<file path="config.mk">
export PLATFORM = sky130hd
export DESIGN_NAME = dpll_freq_monitor_regs
export DESIGN_NICKNAME = d
export VERILOG_FILES = /design/src/shared/freq_monitor_pkg.sv /design/src/core/freq_offset_meter.sv /design/src/core/dpll_freq_monitor_regs.sv
export SDC_FILE = /design/constraint.sdc
export NUM_CORES = 1
export LEC_CHECK = 0
export BUFFER_PORTS_ARGS = -buffer_cell sky130_fd_sc_hd__buf_2
export CAP_MARGIN = 30
export CORE_MARGIN = 5
export CORE_UTILIZATION = 45
export DETAILED_ROUTE_END_ITERATION = 8
export GPL_ROUTABILITY_DRIVEN = 0
export GPL_TIMING_DRIVEN = 0
export PLACE_DENSITY = 0.72
export REMOVE_ABC_BUFFERS = 1
export SLEW_MARGIN = 25
export SYNTH_ARGS = -nofsm -noshare
export SYNTH_HDL_FRONTEND = slang
export SYNTH_SLANG_ARGS = --single-unit
export TNS_END_PERCENT = 10
</file>
<file path="constraint.sdc">
create_clock -name ref_clk -period 4.36 [get_ports ref_clk]
set_input_delay 1.09 -clock ref_clk [delete_from_list [all_inputs] [get_ports ref_clk]]
set_output_delay 1.09 -clock ref_clk [all_outputs]
set_load 0.005 [all_outputs]
</file>
<file path="src/shared/freq_monitor_pkg.sv">
package freq_monitor_pkg;

    // =========================================================
    // register bus
    // =========================================================
    localparam int ADDR_W = 10;
    localparam int DATA_W = 8;
    localparam int IDX_W = 8;

    // register indices; byte address is four times the index
    localparam logic [IDX_W-1:0] IDX_MON_CFG = 8'h48;
    localparam logic [IDX_W-1:0] IDX_SRC_SEL = 8'h4B;
    localparam logic [IDX_W-1:0] IDX_MEAS = 8'h4C;
    localparam logic [IDX_W-1:0] IDX_SOFT_LIM = 8'h4D;
    localparam logic [IDX_W-1:0] IDX_IRQ_STS = 8'h4E;
    localparam logic [IDX_W-1:0] IDX_IRQ_MASK = 8'h4F;

    localparam logic [1:0] ADDR_PAD = 2'h0;

    // =========================================================
    // field layouts
    // =========================================================
    localparam int MON_CLK_SEL_BIT = 7;
    localparam int T4T0_SEL_BIT = 4;
    localparam int CHAN_SEL_LSB = 0;
    localparam int CHAN_SEL_W = 4;
    localparam int LIMIT_FORCE_BIT = 7;
    localparam int SOFT_BOUND_LSB = 0;
    localparam int SOFT_BOUND_W = 7;

    localparam int IRQ_W = 3;
    localparam int IRQ_MEAS_BIT = 0;
    localparam int IRQ_FORCE0_BIT = 1;
    localparam int IRQ_FORCE1_BIT = 2;

    // =========================================================
    // reset values
    // =========================================================
    localparam logic [DATA_W-1:0] MON_CFG_RST = 8'h00;
    localparam logic [DATA_W-1:0] SRC_SEL_RST = 8'h00;
    localparam logic [DATA_W-1:0] SOFT_LIM_RST = 8'h8E;
    localparam logic [IRQ_W-1:0] IRQ_MASK_RST = 3'h0;
    localparam logic [DATA_W-1:0] ZERO_BYTE = 8'h00;

    // =========================================================
    // measurement
    // =========================================================
    localparam int NUM_CHAN = 14;
    localparam int NUM_DPLL = 2;
    localparam int CNT_W = 16;
    // gate length in reference edges; both clocks are nominally equal
    localparam logic [CNT_W-1:0] GATE_REF_EDGES = 16'h0400;
    localparam logic [CHAN_SEL_W-1:0] CHAN_FIRST = 4'h1;
    localparam logic [CHAN_SEL_W-1:0] CHAN_LAST = 4'hE;
    localparam logic signed [CNT_W:0] MEAS_MAX = 17'sh0007F;
    localparam logic signed [CNT_W:0] MEAS_MIN = -17'sh00080;

    function automatic logic [ADDR_W-1:0] byteAddr(input logic [IDX_W-1:0] idx);
        byteAddr = {idx, ADDR_PAD};
    endfunction

endpackage

</file>
<file path="src/core/freq_offset_meter.sv">
module freq_offset_meter (
    input wire logic ref_clk,
    input wire logic rst_b,
    input wire logic [freq_monitor_pkg::NUM_CHAN-1:0] chanIn,
    input wire logic xtalIn,
    input wire logic dpllOutIn,
    input wire logic [freq_monitor_pkg::CHAN_SEL_W-1:0] chanSel,
    input wire logic refSel,
    output logic [freq_monitor_pkg::DATA_W-1:0] result,
    output logic resultValid
);
    localparam int NS = freq_monitor_pkg::NUM_CHAN + 2;

    // =========================================================
    // input synchronisers and edge detect
    // =========================================================
    logic [NS-1:0] meta_r, sync_r, prev_r;
    logic [NS-1:0] edges;

    always_ff @(posedge ref_clk or negedge rst_b) begin
        if (!rst_b) begin
            meta_r <= '0;
            sync_r <= '0;
            prev_r <= '0;
        end else begin
            meta_r <= {dpllOutIn, xtalIn, chanIn};
            sync_r <= meta_r;
            prev_r <= sync_r;
        end
    end

    assign edges = sync_r & ~prev_r;

    // =========================================================
    // gate counters
    // =========================================================
    logic [freq_monitor_pkg::CNT_W-1:0] refCnt_r, refCnt_nxt, inCnt_r, inCnt_nxt;
    logic [freq_monitor_pkg::DATA_W-1:0] result_r, result_nxt;
    logic valid_r, valid_nxt;
    logic [freq_monitor_pkg::CHAN_SEL_W-1:0] selHeld_r;
    logic refHeld_r;
    logic refEdge, inEdge, chanOk, restart;

    // signed saturation of a count difference to the result byte
    function automatic logic [freq_monitor_pkg::DATA_W-1:0] sat8(input logic signed [freq_monitor_pkg::CNT_W:0] d);
        if (d > freq_monitor_pkg::MEAS_MAX)
            sat8 = freq_monitor_pkg::MEAS_MAX[freq_monitor_pkg::DATA_W-1:0];
        else if (d < freq_monitor_pkg::MEAS_MIN)
            sat8 = freq_monitor_pkg::MEAS_MIN[freq_monitor_pkg::DATA_W-1:0];
        else
            sat8 = d[freq_monitor_pkg::DATA_W-1:0];
    endfunction

    always_comb begin
        chanOk = (chanSel >= freq_monitor_pkg::CHAN_FIRST) && (chanSel <= freq_monitor_pkg::CHAN_LAST);
        // reference is crystal or main dpll output
        refEdge = refSel ? edges[NS-1] : edges[NS-2];
        inEdge = chanOk ? edges[chanSel - freq_monitor_pkg::CHAN_FIRST] : 1'b0;
        // a selection change would mix two inputs in one window
        restart = (chanSel != selHeld_r) || (refSel != refHeld_r);
        refCnt_nxt = refCnt_r;
        inCnt_nxt = inCnt_r;
        result_nxt = result_r;
        valid_nxt = 1'b0;
        if (restart) begin
            refCnt_nxt = '0;
            inCnt_nxt = '0;
        end else if (refEdge && (refCnt_r == freq_monitor_pkg::GATE_REF_EDGES - 16'h0001)) begin
            // offset against the monitor clock, two's complement
            result_nxt = chanOk ? sat8($signed({1'b0, inCnt_nxt + {15'h0000, inEdge}})
                                       - $signed({1'b0, freq_monitor_pkg::GATE_REF_EDGES}))
                                : freq_monitor_pkg::ZERO_BYTE;
            valid_nxt = 1'b1;
            refCnt_nxt = '0;
            inCnt_nxt = '0;
        end else begin
            refCnt_nxt = refCnt_r + {15'h0000, refEdge};
            inCnt_nxt = inCnt_r + {15'h0000, inEdge};
        end
    end

    always_ff @(posedge ref_clk or negedge rst_b) begin
        if (!rst_b) begin
            refCnt_r <= '0;
            inCnt_r <= '0;
            result_r <= freq_monitor_pkg::ZERO_BYTE;
            valid_r <= 1'b0;
            selHeld_r <= '0;
            refHeld_r <= 1'b0;
        end else begin
            refCnt_r <= refCnt_nxt;
            inCnt_r <= inCnt_nxt;
            result_r <= result_nxt;
            valid_r <= valid_nxt;
            selHeld_r <= chanSel;
            refHeld_r <= refSel;
        end
    end

    assign result = result_r;
    assign resultValid = valid_r;

endmodule // freq_offset_meter

</file>
<file path="src/core/dpll_freq_monitor_regs.sv">
// Function
// - result byte shows frequency measurement of the input chosen by source select
// - result is offset relative to the monitor clock, not absolute frequency
// - monitor reference is crystal or main dpll output, per clock select bit
// - force bit set: dpll at hard limit enters phase lost; else normal detection
//
// Design decision made here: the address-and-strobe port.
module dpll_freq_monitor_regs (
    input wire logic ref_clk,
    input wire logic rst_b,
    input wire logic [freq_monitor_pkg::ADDR_W-1:0] addr,
    input wire logic [freq_monitor_pkg::DATA_W-1:0] wrData,
    input wire logic wrEn,
    input wire logic rdEn,
    output logic [freq_monitor_pkg::DATA_W-1:0] rdData,
    input wire logic [freq_monitor_pkg::NUM_CHAN-1:0] chanIn,
    input wire logic xtalIn,
    input wire logic dpllOutIn,
    input wire logic [freq_monitor_pkg::NUM_DPLL-1:0] hardLimitHit,
    input wire logic [freq_monitor_pkg::NUM_DPLL-1:0] phaseLostDet,
    input wire logic [freq_monitor_pkg::NUM_DPLL-1:0] lockedDet,
    output logic [freq_monitor_pkg::NUM_DPLL-1:0] phaseLost,
    output logic [freq_monitor_pkg::NUM_DPLL-1:0] locked,
    output logic [freq_monitor_pkg::SOFT_BOUND_W-1:0] softTrackingBound,
    output logic t4T0Select,
    output logic irq
);

    // =========================================================
    // address decode
    // =========================================================
    logic hitMon, hitSrc, hitMeas, hitSoft, hitSts, hitMask;

    always_comb begin
        hitMon = (addr == freq_monitor_pkg::byteAddr(freq_monitor_pkg::IDX_MON_CFG));
        hitSrc = (addr == freq_monitor_pkg::byteAddr(freq_monitor_pkg::IDX_SRC_SEL));
        hitMeas = (addr == freq_monitor_pkg::byteAddr(freq_monitor_pkg::IDX_MEAS));
        hitSoft = (addr == freq_monitor_pkg::byteAddr(freq_monitor_pkg::IDX_SOFT_LIM));
        hitSts = (addr == freq_monitor_pkg::byteAddr(freq_monitor_pkg::IDX_IRQ_STS));
        hitMask = (addr == freq_monitor_pkg::byteAddr(freq_monitor_pkg::IDX_IRQ_MASK));
    end

    // =========================================================
    // configuration registers
    // =========================================================
    logic monClkSel_r, monClkSel_nxt;
    logic [freq_monitor_pkg::DATA_W-1:0] srcSel_r, srcSel_nxt;
    logic [freq_monitor_pkg::DATA_W-1:0] softLim_r, softLim_nxt;
    logic [freq_monitor_pkg::IRQ_W-1:0] irqMask_r, irqMask_nxt;

    always_comb begin
        monClkSel_nxt = monClkSel_r;
        srcSel_nxt = srcSel_r;
        softLim_nxt = softLim_r;
        irqMask_nxt = irqMask_r;
        if (wrEn) begin
            if (hitMon)
                monClkSel_nxt = wrData[freq_monitor_pkg::MON_CLK_SEL_BIT];
            if (hitSrc) begin
                // unused upper bits of source select are not stored
                srcSel_nxt = freq_monitor_pkg::ZERO_BYTE;
                srcSel_nxt[freq_monitor_pkg::T4T0_SEL_BIT] = wrData[freq_monitor_pkg::T4T0_SEL_BIT];
                srcSel_nxt[freq_monitor_pkg::CHAN_SEL_LSB +: freq_monitor_pkg::CHAN_SEL_W] =
                    wrData[freq_monitor_pkg::CHAN_SEL_LSB +: freq_monitor_pkg::CHAN_SEL_W];
            end
            if (hitSoft)
                softLim_nxt = wrData;
            if (hitMask)
                irqMask_nxt = wrData[freq_monitor_pkg::IRQ_W-1:0];
        end
    end

    always_ff @(posedge ref_clk or negedge rst_b) begin
        if (!rst_b) begin
            monClkSel_r <= freq_monitor_pkg::MON_CFG_RST[freq_monitor_pkg::MON_CLK_SEL_BIT];
            srcSel_r <= freq_monitor_pkg::SRC_SEL_RST;
            softLim_r <= freq_monitor_pkg::SOFT_LIM_RST;
            irqMask_r <= freq_monitor_pkg::IRQ_MASK_RST;
        end else begin
            monClkSel_r <= monClkSel_nxt;
            srcSel_r <= srcSel_nxt;
            softLim_r <= softLim_nxt;
            irqMask_r <= irqMask_nxt;
        end
    end

    // =========================================================
    // frequency measurement
    // =========================================================
    logic [freq_monitor_pkg::DATA_W-1:0] measResult;
    logic measValid;

    freq_offset_meter u_meter (
        .ref_clk(ref_clk),
        .rst_b(rst_b),
        .chanIn(chanIn),
        .xtalIn(xtalIn),
        .dpllOutIn(dpllOutIn),
        .chanSel(srcSel_r[freq_monitor_pkg::CHAN_SEL_LSB +: freq_monitor_pkg::CHAN_SEL_W]),
        .refSel(monClkSel_r),
        .result(measResult),
        .resultValid(measValid)
    );

    // =========================================================
    // phase lost forcing
    // =========================================================
    logic [freq_monitor_pkg::NUM_DPLL-1:0] phaseLost_r, phaseLost_nxt;
    logic [freq_monitor_pkg::NUM_DPLL-1:0] locked_r, locked_nxt;
    logic [freq_monitor_pkg::NUM_DPLL-1:0] forced, forcedPrev_r, forceRise;
    logic limitForcesPhaseLost;

    always_comb begin
        limitForcesPhaseLost = softLim_r[freq_monitor_pkg::LIMIT_FORCE_BIT];
        // with the bit clear the detectors pass straight through
        forced = limitForcesPhaseLost ? hardLimitHit : '0;
        phaseLost_nxt = phaseLostDet | forced;
        locked_nxt = lockedDet & ~forced;
        forceRise = forced & ~forcedPrev_r;
    end

    always_ff @(posedge ref_clk or negedge rst_b) begin
        if (!rst_b) begin
            phaseLost_r <= '0;
            locked_r <= '0;
            forcedPrev_r <= '0;
        end else begin
            phaseLost_r <= phaseLost_nxt;
            locked_r <= locked_nxt;
            forcedPrev_r <= forced;
        end
    end

    // =========================================================
    // interrupts
    // =========================================================
    logic [freq_monitor_pkg::IRQ_W-1:0] irqSts_r, irqSts_nxt, irqSet, irqClr;
    logic irq_r, irq_nxt;

    always_comb begin
        irqSet = '0;
        irqSet[freq_monitor_pkg::IRQ_MEAS_BIT] = measValid;
        irqSet[freq_monitor_pkg::IRQ_FORCE0_BIT] = forceRise[0];
        irqSet[freq_monitor_pkg::IRQ_FORCE1_BIT] = forceRise[1];
        irqClr = (wrEn && hitSts) ? wrData[freq_monitor_pkg::IRQ_W-1:0] : '0;
        // set beats a same-cycle clear so no event is lost
        irqSts_nxt = (irqSts_r & ~irqClr) | irqSet;
        irq_nxt = |(irqSts_nxt & irqMask_nxt);
    end

    always_ff @(posedge ref_clk or negedge rst_b) begin
        if (!rst_b) begin
            irqSts_r <= '0;
            irq_r <= 1'b0;
        end else begin
            irqSts_r <= irqSts_nxt;
            irq_r <= irq_nxt;
        end
    end

    // =========================================================
    // read back
    // =========================================================
    logic [freq_monitor_pkg::DATA_W-1:0] rdData_r, rdData_nxt;

    always_comb begin
        rdData_nxt = freq_monitor_pkg::ZERO_BYTE;
        if (rdEn) begin
            if (hitMon)
                rdData_nxt[freq_monitor_pkg::MON_CLK_SEL_BIT] = monClkSel_r;
            else if (hitSrc)
                rdData_nxt = srcSel_r;
            else if (hitMeas)
                rdData_nxt = measResult;
            else if (hitSoft)
                rdData_nxt = softLim_r;
            else if (hitSts)
                rdData_nxt[freq_monitor_pkg::IRQ_W-1:0] = irqSts_r;
            else if (hitMask)
                rdData_nxt[freq_monitor_pkg::IRQ_W-1:0] = irqMask_r;
        end
    end

    always_ff @(posedge ref_clk or negedge rst_b) begin
        if (!rst_b)
            rdData_r <= freq_monitor_pkg::ZERO_BYTE;
        else
            rdData_r <= rdData_nxt;
    end

    // =========================================================
    // outputs
    // =========================================================
    logic [freq_monitor_pkg::SOFT_BOUND_W-1:0] softBound_r;
    logic t4T0_r;

    // registered copies keep every output on a flop
    always_ff @(posedge ref_clk or negedge rst_b) begin
        if (!rst_b) begin
            softBound_r <= freq_monitor_pkg::SOFT_LIM_RST[freq_monitor_pkg::SOFT_BOUND_LSB +: freq_monitor_pkg::SOFT_BOUND_W];
            t4T0_r <= freq_monitor_pkg::SRC_SEL_RST[freq_monitor_pkg::T4T0_SEL_BIT];
        end else begin
            softBound_r <= softLim_r[freq_monitor_pkg::SOFT_BOUND_LSB +: freq_monitor_pkg::SOFT_BOUND_W];
            t4T0_r <= srcSel_r[freq_monitor_pkg::T4T0_SEL_BIT];
        end
    end

    assign rdData = rdData_r;
    assign phaseLost = phaseLost_r;
    assign locked = locked_r;
    assign softTrackingBound = softBound_r;
    assign t4T0Select = t4T0_r;
    assign irq = irq_r;

endmodule // dpll_freq_monitor_regs

</file>
==> results.cfg, run 1 <==
[worst_setup_path]
cp_cell_sequence = buf_4 -> buf_4 -> a32oi_1 -> mux4_2 -> mux2_2 -> nor2_1 -> ha_2 -> ha_4 -> nand3_4 -> nor3_4 -> xnor2_2 -> ha_2 -> xor2_1 -> nand4_1 -> o311ai_4 -> buf_4 -> o211ai_1
startpoint = srcSel_r[0]
cp_top_family = multiplexers
cp-start-kind = register
required_ns = 4.63
crit_path_end_kind = register
arrival_ns = 4.41
crit_path_max_fanout = 11
max_stage_delay_ns = 0.49
r2r_slack_ns = 0.23
r2r-start = srcSel_r[0]
path_class = reg2reg
cp_slowest_cell = mux4_2
cp.buffers_inverters = 3
cpMostUsedCell = buf_4

[yosys]
synth-edff-count = 0
synth.avg_cell_area_um2 = 12.41
synth_compound_area_share_pct = 5.559
synth_cell_type_count = 48
syn-instance-count = 446
synth_area_um2 = 5537
synth_top_family_by_area = simple AND/OR/NAND/NOR gates
yosysWarnings = 0
yosys-mux-area-fraction_pct = 7.164
ys_ff_latch = 137
async_reset_ff_share_pct = 100.0
seq_area_frac_synth_pct = 62.08
synth_xor_area_share_pct = 5.695
yosys.area_share.simple_pct = 14.92
synth_adder_area_share_pct = 2.034
synth-main-ff-cell = dfrtp_1

[global_route]
grt_pass1_vias = 3704
grt_pass1_wl_um = 18240
grt_usage_pct = 15.72
grt_antenna_before_repair = 0
overflow = 0
grt_max_degree = 80

[detailed_routing]
vias = 3563
drtAntennaViolNets = 0
drcViolationCount = 0
wirelength_um = 10870
drt_iter0_markers = 237
drt_pass1_iterations = 4
vias_per_cell = 5.047
wl_per_cell_um = 15.39

[die]
design.core.area_um2 = 12060
start_util_pct = 45.90
die_x_um = 120.9
die_area_um2 = 14620
fp.dieH_um = 120.9
row_count = 40
num_io_pins = 65

[timing]
setup_viol = 0
max_freq_ghz = 0.2418
finClkSkew_ns = 0.006787
relSlewSlack_pct = 54.51
fin_ws_ns = 0.2251
worst_slew_pin_slew_ns = 0.6771
min_period_ns = 4.135
hold_violations = 0
finalCritPeriodShare_pct = 94.84
drv_slew = 0
final.setup.tns_ns = 0

[placement]
dp_hpwl_um = 7127
portBuffers = 64
placed_area_um2 = 6057
dp_worst_setup_slack_ns = -0.8227

[run]
max_cap_viol_count = 0

[finish]
area_growth_pct = 22.94
mostFrequentLayoutCell = dfrtp_1
layout_common_cells = dfrtp_1 (128), buf_2 (63), nor2_1 (53), nand2_1 (26)
antenna_cells = 0
finalNetCount = 578
drive_above_1_share_pct = 29.00
fin_area_um2 = 6807

[outcome]
status = completed

[clocking]
cts.path.max_buffers = 2
h-tree-depth = 4
clkSinkCount = 137
clkLatencyLatePin_ns = 0.41
hold_buffers = 0
cts-root-buf = clkbuf_16
cts_tree = done
cts-buffers-inserted = 17
clk_pin_slew_ns = 0.06

[min_path]
min-delay-start = u_meter.meta_r[1]
hp-class = reg2reg

[power]
power_density_nw_per_um2 = 437.2
worst_ir_drop_vdd_mv = 0.2472
p_leak_uw = 0.003208
==> what timing repair did <==
item	in CTS	in global routing
setup buffers	6	2
setup endpoints to repair	8	7
resized for setup	11	6
pin swaps	2	2
==> power by group <==
part	switching, uW	internal [uW]	leakage (uW)
Sequential	33.8	1330	0.00176
Combinational	87.1	66.7	0.00116
Clock	541	921	0.000292
==> cells by family after synthesis <==
kind of cell,count (synthesis)
AOI/OAI and AO/OA,42
xor gates and xnor gates,36
adders and majority gates,9
buffers and inverters,35
DFF,137
and+or+nand+nor,156
muxes,31
==> routing by layer <==
metal / GRT usage (%) / vias to the layer above / share of wire [%]
met3: 4.336 / 4 / 4.7
met1: 20.88 / 1777 / 45
met2: 25.53 / 82 / 50
met4: 4.249 / 0 / 0.40
li1: - / 1700 / -
met5: 0 / - / 0
==> synth_stat cells (7+ instances only) <==
cell type	n	area share [%]
nor2_1	53	3.6
xnor2_1	17	2.7
ha_1	9	2.0
nand2_1	26	1.8
clkbuf_1	11	0.75
a32oi_1	7	1.1
nand3_1	15	1.4
xor2_1	19	3.0
dfrtp_1	130	59
nand2b_1	12	1.4
dfstp_2	7	3.3
mux2i_1	7	1.3
inv_1	21	1.4
nand4_1	9	1.0
mux2_2	19	3.9
o211ai_1	8	1.1
nor3_1	7	0.63
o21ai_0	8	0.72
==> metrics by stage <==
step / power, uW / hold slack (ns) / utilization [%] / std cells
after floorplan: 1448 / 0.3312 / - / 432
after global placement: 1517 / 0.3342 / 49.78 / 664
after detailed placement: 1532 / 0.3347 / 50.22 / 666
after CTS: 2994 / 0.3476 / 56.03 / 704
after global routing: 3089 / 0.3550 / 56.43 / 706
final: 2976 / 0.3460 / 56.43 / 706
==> worst reg2reg max path, cell delays in order, from the launching register on <==
cell	delay (ns)
dfrtp_4	0.44
buf_4	0.21
buf_4	0.22
a32oi_1	0.14
mux4_2	0.49
mux2_2	0.27
nor2_1	0.13
ha_2	0.25
ha_4	0.18
nand3_4	0.13
nor3_4	0.19
xnor2_2	0.18
ha_2	0.24
xor2_1	0.16
nand4_1	0.17
o311ai_4	0.32
buf_4	0.18
o211ai_1	0.09
==> path summary, 6_finish.rpt <==
kind / end / cells after the start
min: u_meter.sync_r[1] / 0
min reg2reg: u_meter.sync_r[1] / 0
max in group asynchronous: softTrackingBound[3] / 2
max reg2reg: u_meter.result[2] / 17
max: u_meter.result[2] / 17
min in group asynchronous: u_meter.inCnt_r[11] / 1
==> state kept, by name, summed over array words and instances (netlist names), 5 cells and up <==
name	cells
u_meter.prev_r	16
u_meter.inCnt_r	16
softLim_r	8
u_meter.result	8
rdData	8
srcSel_r	5
u_meter.meta_r	16
u_meter.refCnt_r	16
softTrackingBound	7
u_meter.sync_r	16
==> area by class of cell <==
type / count / area [um^2]
multi-input cells: 274 / 2031
inverters: 21 / 78.83
clock inverters: 13 / 168.9
well taps: 168 / 210.2
fillers: 963 / 5255
flip-flops and latches: 137 / 3442
repair buffers: 74 / 432.9
clock buffers: 19 / 442.9
No activity file was read; power rests on OpenSTA's default activity.
==> inputs of run 2 (changes only) <==
CTS_BUF_LIST = sky130_fd_sc_hd__clkbuf_16   (was unset)
PLACE_DENSITY = 0.71   (was 0.72)
REMOVE_ABC_BUFFERS = unset   (was 1)
SYNTH_HIERARCHICAL = 1   (was unset)
==> run 2 against run 1 <==
  * The flow now finishes with violations (setup timing)
  * Core utilization grew 0.88 points
  * Worst setup slack worse by 0.26 ns
  * Critical endpoint is now u_meter/result[3]
  * Area after synthesis grew 6.4%
  * Clock skew fell by 0.0013 ns
==> results.cfg, run 2 <==
[outcome]
status = finished with violations
violations = setup timing

[clocking]
clkSinkCount = 137
h-tree-depth = 4
cts-buffers-inserted = 17
cts.path.max_buffers = 2
hold_buffers = 0
cts_tree = done
clk_pin_slew_ns = 0.06
cts-root-buf = clkbuf_16
clkLatencyLatePin_ns = 0.42

[yosys]
syn_nets = 531
seq_area_frac_synth_pct = 58.32
synth-main-ff-cell = dfrtp_1
syn-instance-count = 478
synth.avg_cell_area_um2 = 12.33
yosysMostFrequentCell = dfrtp_1
yosysWarnings = 6
synth_area_um2 = 5893
synth_top_area_share_pct = 55.20
ys_top_cells_by_area = dfrtp_1 (55%), nor2_1 (3.6%), dfstp_2 (3.1%), xor2_1 (3.0%), xnor2_1 (2.5%)
ys_ff_latch = 137
synth_cell_type_count = 74
synth_common_cells = dfrtp_1 (130), nor2_1 (56), inv_1 (29), nand2_1 (21), xor2_1 (20)
synth-edff-count = 0
async_reset_ff_share_pct = 100.0
yosys.area.top_type = dfrtp_1

[placement]
dp_hpwl_um = 8390
dp_worst_setup_slack_ns = -0.7092
dp_cells = 714
portBuffers = 63

[worst_setup_path]
arrival_ns = 4.69
cp_top_family = compound AO/OA/AOI/OAI gates
r2r_slack_ns = -0.03
cp_slowest_cell = mux4_2
max_stage_delay_ns = 0.54
path_class = reg2reg
crit_path_max_fanout = 7
cp.buffers_inverters = 2
crit_path_end_kind = register
cp-start-kind = register
cpMostUsedCell = ha_4
cp_cell_sequence = inv_2 -> ha_4 -> xor2_4 -> mux4_2 -> mux2_4 -> nor2_4 -> ha_4 -> ha_4 -> nand3_4 -> or3_4 -> xor2_4 -> ha_4 -> xnor2_2 -> a211oi_2 -> a22o_1 -> o211ai_1 -> o211ai_2 -> a311oi_4 -> buf_6 -> a221o_1
required_ns = 4.66

[global_route]
grt_pass1_wl_um = 21090
grt_max_degree = 81
grt_pass1_vias = 4263
grt_antenna_before_repair = 0
overflow = 0
grt_usage_pct = 16.84

[timing]
fin_ws_ns = -0.03321
rsz0062_at_grt = yes
finClkSkew_ns = 0.005531
final.setup.tns_ns = -0.08609
drv_slew = 0
relSlewSlack_pct = 60.78
worst_slew_pin_slew_ns = 0.5805
setup_viol = 4
hold_slack_ns = 0.3469
min_period_ns = 4.393
hold_violations = 0
finalCritPeriodShare_pct = 100.8
max_freq_ghz = 0.2276

[detailed_routing]
wirelength_um = 12410
vias_per_cell = 5.245
vias = 3981
drtAntennaViolNets = 0
drt_pass1_iterations = 4
wl_per_cell_um = 16.35
drt_iter0_markers = 254
drcViolationCount = 0

[die]
die_area_um2 = 15480
die_x_um = 124.4
design.core.area_um2 = 12720
fp.dieH_um = 124.4
num_io_pins = 65
row_count = 41
start_util_pct = 46.32

[min_path]
hp-class = reg2reg

[finish]
area_growth_pct = 23.72
layout_common_cells = dfrtp_1 (128), buf_2 (63), nor2_1 (54), inv_1 (27), nand2_1 (21)
mostFrequentLayoutCell = dfrtp_1
finalNetCount = 627
fin_util_pct = 57.31
drive_above_1_share_pct = 31.01
final_cells = 759
antenna_cells = 0

[power]
cellInternalPower_uw = 2194
p_leak_uw = 0.003519
switching_share_pct = 24.46
power_density_nw_per_um2 = 398.4
combPwrFrac_pct = 6.2
worst_ir_drop_vdd_mv = 0.3072
p_seq_share_pct = 46.7
pwr-share-clk_pct = 47.1
power_switching_uw = 710.5

[run]
max_cap_viol_count = 0
==> run 2: changes by cell type in the layout (fill, tap and decap cells not counted), sizes merged, moves of 4 or more <==
cell / change
and4: +5
o211ai: -6
clkbuf: +6
a221o: +4
a211oi: +7
nor4: +5
buf: +12
o21ai: -5
inv: +10
nand2b: -7
==> run 2: logic make-up after synthesis <==
group / count (synthesis) / share of synthesized area [%]
compound gates: 53 / 7.452
xor+xnor: 37 / 5.499
simple gates: 168 / 16.52
fa+ha+maj: 9 / 1.911
flops: 137 / 58.32
buf+inv: 46 / 3.630
mux: 28 / 6.667
==> run 2: worst register-to-register path: cells and delay by family (launching register included) <==
family	cells	cell delay, ns
AO/OA/AOI/OAI	6	1.02
XOR/XNOR	3	0.50
adder cells (fa/ha/maj)	4	0.69
buffers and inverters	2	0.25
flip-flops	1	0.43
multiplexers	2	0.83
AND/OR/NAND/NOR	3	0.55
==> run 2: per-stage QoR <==
step                cell area (um^2)  total power [uW]
global placement                6523              1540
detailed placement              6560              1553
finish                          7291              2904
CTS                             7272              2929
global route                    7291              3026
floorplan                       5992              1465
==> run 2: area by class of cell <==
type,count,area (um^2)
clock buffer,17,425.4
buffer,15,92.59
clock inverter,15,142.6
fill,1072,5431
multi-input combinational,295,2392
timing repair buffer,79,469.2
sequential,137,3440
tap,172,215.2
inverter,29,113.9
==> run 2: layer usage <==
metal  part of all wire, %  global-route usage (%)  wire (um)
met5                     0                       0          0
met4                   2.8                   7.608        349
met3                   4.3                   4.760        535
met2                    49                   26.94       6117
met1                    44                   21.31       5404
==> run 2: worst paths after layout <==
check | startpoint | end | depth (start not counted)
min in group asynchronous | rst_b | u_meter/refCnt_r[7] | 1
max in group asynchronous | rst_b | softTrackingBound[1] | 2
worst max-delay path | srcSel_r[1] | u_meter/result[3] | 20
worst min-delay path | u_meter/meta_r[2] | u_meter/sync_r[2] | 0
worst min register to register | u_meter/meta_r[2] | u_meter/sync_r[2] | 0
worst max register to register | srcSel_r[1] | u_meter/result[3] | 20
==> run 2: power groups by stage <==
stage          clock, uW  sequential (uW)  combinational (uW)
2_1_floorplan          0             1370                94.2
3_3_place_gp           0             1370                 165
3_5_place_dp           0             1380                 175
4_1_cts             1390             1360                 182
5_1_grt             1460             1360                 203
6_report            1370             1360                 180
==> run 2: repair_timing <==
item,CTS,global route
buffers inserted,13,2
endpoints found under the setup margin,7,7
gates resized for setup,16,2
pin swaps,13,5
==> inputs of run 3 (changes only) <==
CORE_ASPECT_RATIO = 1.75   (was unset)
==> run 3 against run 2 <==
  * The run still ends with setup timing left
  * Die area up 0.58%
  * Largest cell class unchanged
  * Clock skew is 0.0078 ns higher
  * Design area increased by 0.26%
  * Highest routed layer unchanged
  * Sequential cell count stayed put
  * Register-to-register slack worse by 0.02 ns
  * Final cell count decreased by 0.79%
  * Hold slack improved by 0.0019 ns
  * Global-route usage rose by 1.2 points
  * Critical endpoint is now u_meter/result[2]
  * Clock power grew 9%
==> results.cfg, run 3 (same netlist as run 2, synthesis figures left out) <==
[detailed_routing]
drcViolationCount = 0
drtAntennaViolNets = 0
vias = 4008
wl_per_cell_um = 17.14
vias_per_cell = 5.323
drt_pass1_iterations = 7
drt_iter0_markers = 158
wirelength_um = 12900

[power]
worst_ir_drop_vdd_mv = 0.2494
combPwrFrac_pct = 5.9
power_density_nw_per_um2 = 413.7
switching_share_pct = 24.71
cellInternalPower_uw = 2277
power_switching_uw = 747.1
pwr-share-clk_pct = 49.2
p_seq_share_pct = 44.8
p_leak_uw = 0.003535

[worst_setup_path]
crit_path_end_kind = register
cp_cell_sequence = inv_4 -> ha_4 -> xor2_4 -> mux4_2 -> mux2_4 -> nor2_4 -> ha_4 -> ha_4 -> nand3_4 -> or3_4 -> xor2_4 -> ha_4 -> xnor2_2 -> a211oi_2 -> a22o_1 -> o211ai_1 -> o211ai_2 -> a311oi_4 -> buf_6 -> a221o_1
cpMostUsedCell = ha_4
path_class = reg2reg
required_ns = 4.66
cp_slowest_cell = mux4_2
cp-start-kind = register
crit_path_max_fanout = 7
max_stage_delay_ns = 0.51
arrival_ns = 4.71

[finish]
drive_above_1_share_pct = 30.41
area_growth_pct = 24.03
antenna_cells = 0
final_cells = 753
fin_area_um2 = 7310
nFillCells = 1078
layout_common_cells = dfrtp_1 (128), buf_2 (63), nor2_1 (54), inv_1 (27), nand2_1 (21)
finalNetCount = 622
multi_input_area_um2 = 2391
mostFrequentLayoutCell = dfrtp_1
fin_util_pct = 56.80
seqCellArea_um2 = 3440

[placement]
dp_hpwl_um = 9240
portBuffers = 63
dp_worst_setup_slack_ns = -0.6813
placed_area_um2 = 6559
dp_cells = 713

[timing]
relSlewSlack_pct = 50.66
drv_slew = 0
hold_violations = 0
setup_viol = 7
fin_ws_ns = -0.04980
rsz0062_at_grt = yes
min_period_ns = 4.410
worst_slew_pin_slew_ns = 0.7301
final.setup.tns_ns = -0.2357
finalCritPeriodShare_pct = 101.1
max_freq_ghz = 0.2268
finClkSkew_ns = 0.01331

[die]
row_count = 55
fp.dieH_um = 161.4
die_x_um = 96.51
die_area_um2 = 15570
start_util_pct = 45.79
design.core.area_um2 = 12870
num_io_pins = 65

[clocking]
clkLatencyLatePin_ns = 0.42
clk_pin_slew_ns = 0.07
hold_buffers = 0
cts-buffers-inserted = 17
clkSinkCount = 137
h-tree-depth = 4
cts.path.max_buffers = 2
cts-root-buf = clkbuf_16
cts_tree = done

[global_route]
grt_usage_pct = 18.01
grt_max_degree = 81
grt_antenna_before_repair = 0
grt_pass1_vias = 4343
overflow = 0
grt_pass1_wl_um = 21110

[run]
max_cap_viol_count = 0

[outcome]
violations = setup timing
status = finished with violations

[min_path]
hp-class = reg2reg
run 3: path summary, 6_finish.rpt:
path / startpoint / endpoint / slack (ns) / depth (start not counted)
setup / recovery: srcSel_r[1] / u_meter/result[2] / -0.05 / 20
hold / removal: u_meter/meta_r[8] / u_meter/sync_r[8] / 0.35 / 0
setup reg to reg: srcSel_r[1] / u_meter/result[2] / -0.05 / 20
hold reg to reg: u_meter/meta_r[8] / u_meter/sync_r[8] / 0.35 / 0
max in group asynchronous: rst_b / srcSel_r[1] / 3.05 / 2
min in group asynchronous: rst_b / softLim_r[4] / 0.58 / 1
run 3: power groups by stage:
stage / logic (uW) / clock network, uW / registers (uW)
global route: 205 / 1570 / 1360
detailed placement: 177 / 0 / 1380
floorplan: 94.2 / 0 / 1370
global placement: 167 / 0 / 1370
finish: 180 / 1490 / 1360
CTS: 183 / 1510 / 1360
run 3: area by class of cell:
type | instances | area share (%)
flip-flops and latches | 137 | 47.06
clock buffers | 17 | 5.820
plain buffers | 15 | 1.267
inverters | 29 | 1.592
repair buffers | 74 | 5.906
well taps | 171 | 2.927
multi-input cells | 295 | 32.71
clock inverters | 15 | 2.722
run 3: per-stage QoR:
step | power (uW) | hold WS [ns]
floorplan | 1465 | 0.3312
global placement | 1542 | 0.3345
detailed placement | 1555 | 0.3347
CTS | 3054 | 0.3497
global route | 3137 | 0.3554
finish | 3024 | 0.3488
run 3: worst max-delay path: cells and delay by family (launching register included):
kind            cells  cell delay, ns
buf+inv             2            0.24
mux                 2            0.80
xor+xnor            3            0.50
simple gates        3            0.59
fa+ha+maj           4            0.69
flops               1            0.44
compound gates      6            1.02
run 3: per-layer routing:
metal	global-route usage, %	vias up	part of all wire, %
met1	17.74	1985	34
li1	-	1862	-
met4	13.47	0	5.7
met5	0	-	0
met3	3.448	39	4.0
met2	31.98	122	56
run 3: repair_timing:
| action | in CTS | in global routing |
|---|---|---|
| gates resized for setup | 16 | 3 |
| pin swaps | 13 | 4 |
| setup buffers | 10 | 0 |
| endpoints found under the setup margin | 7 | 7 |
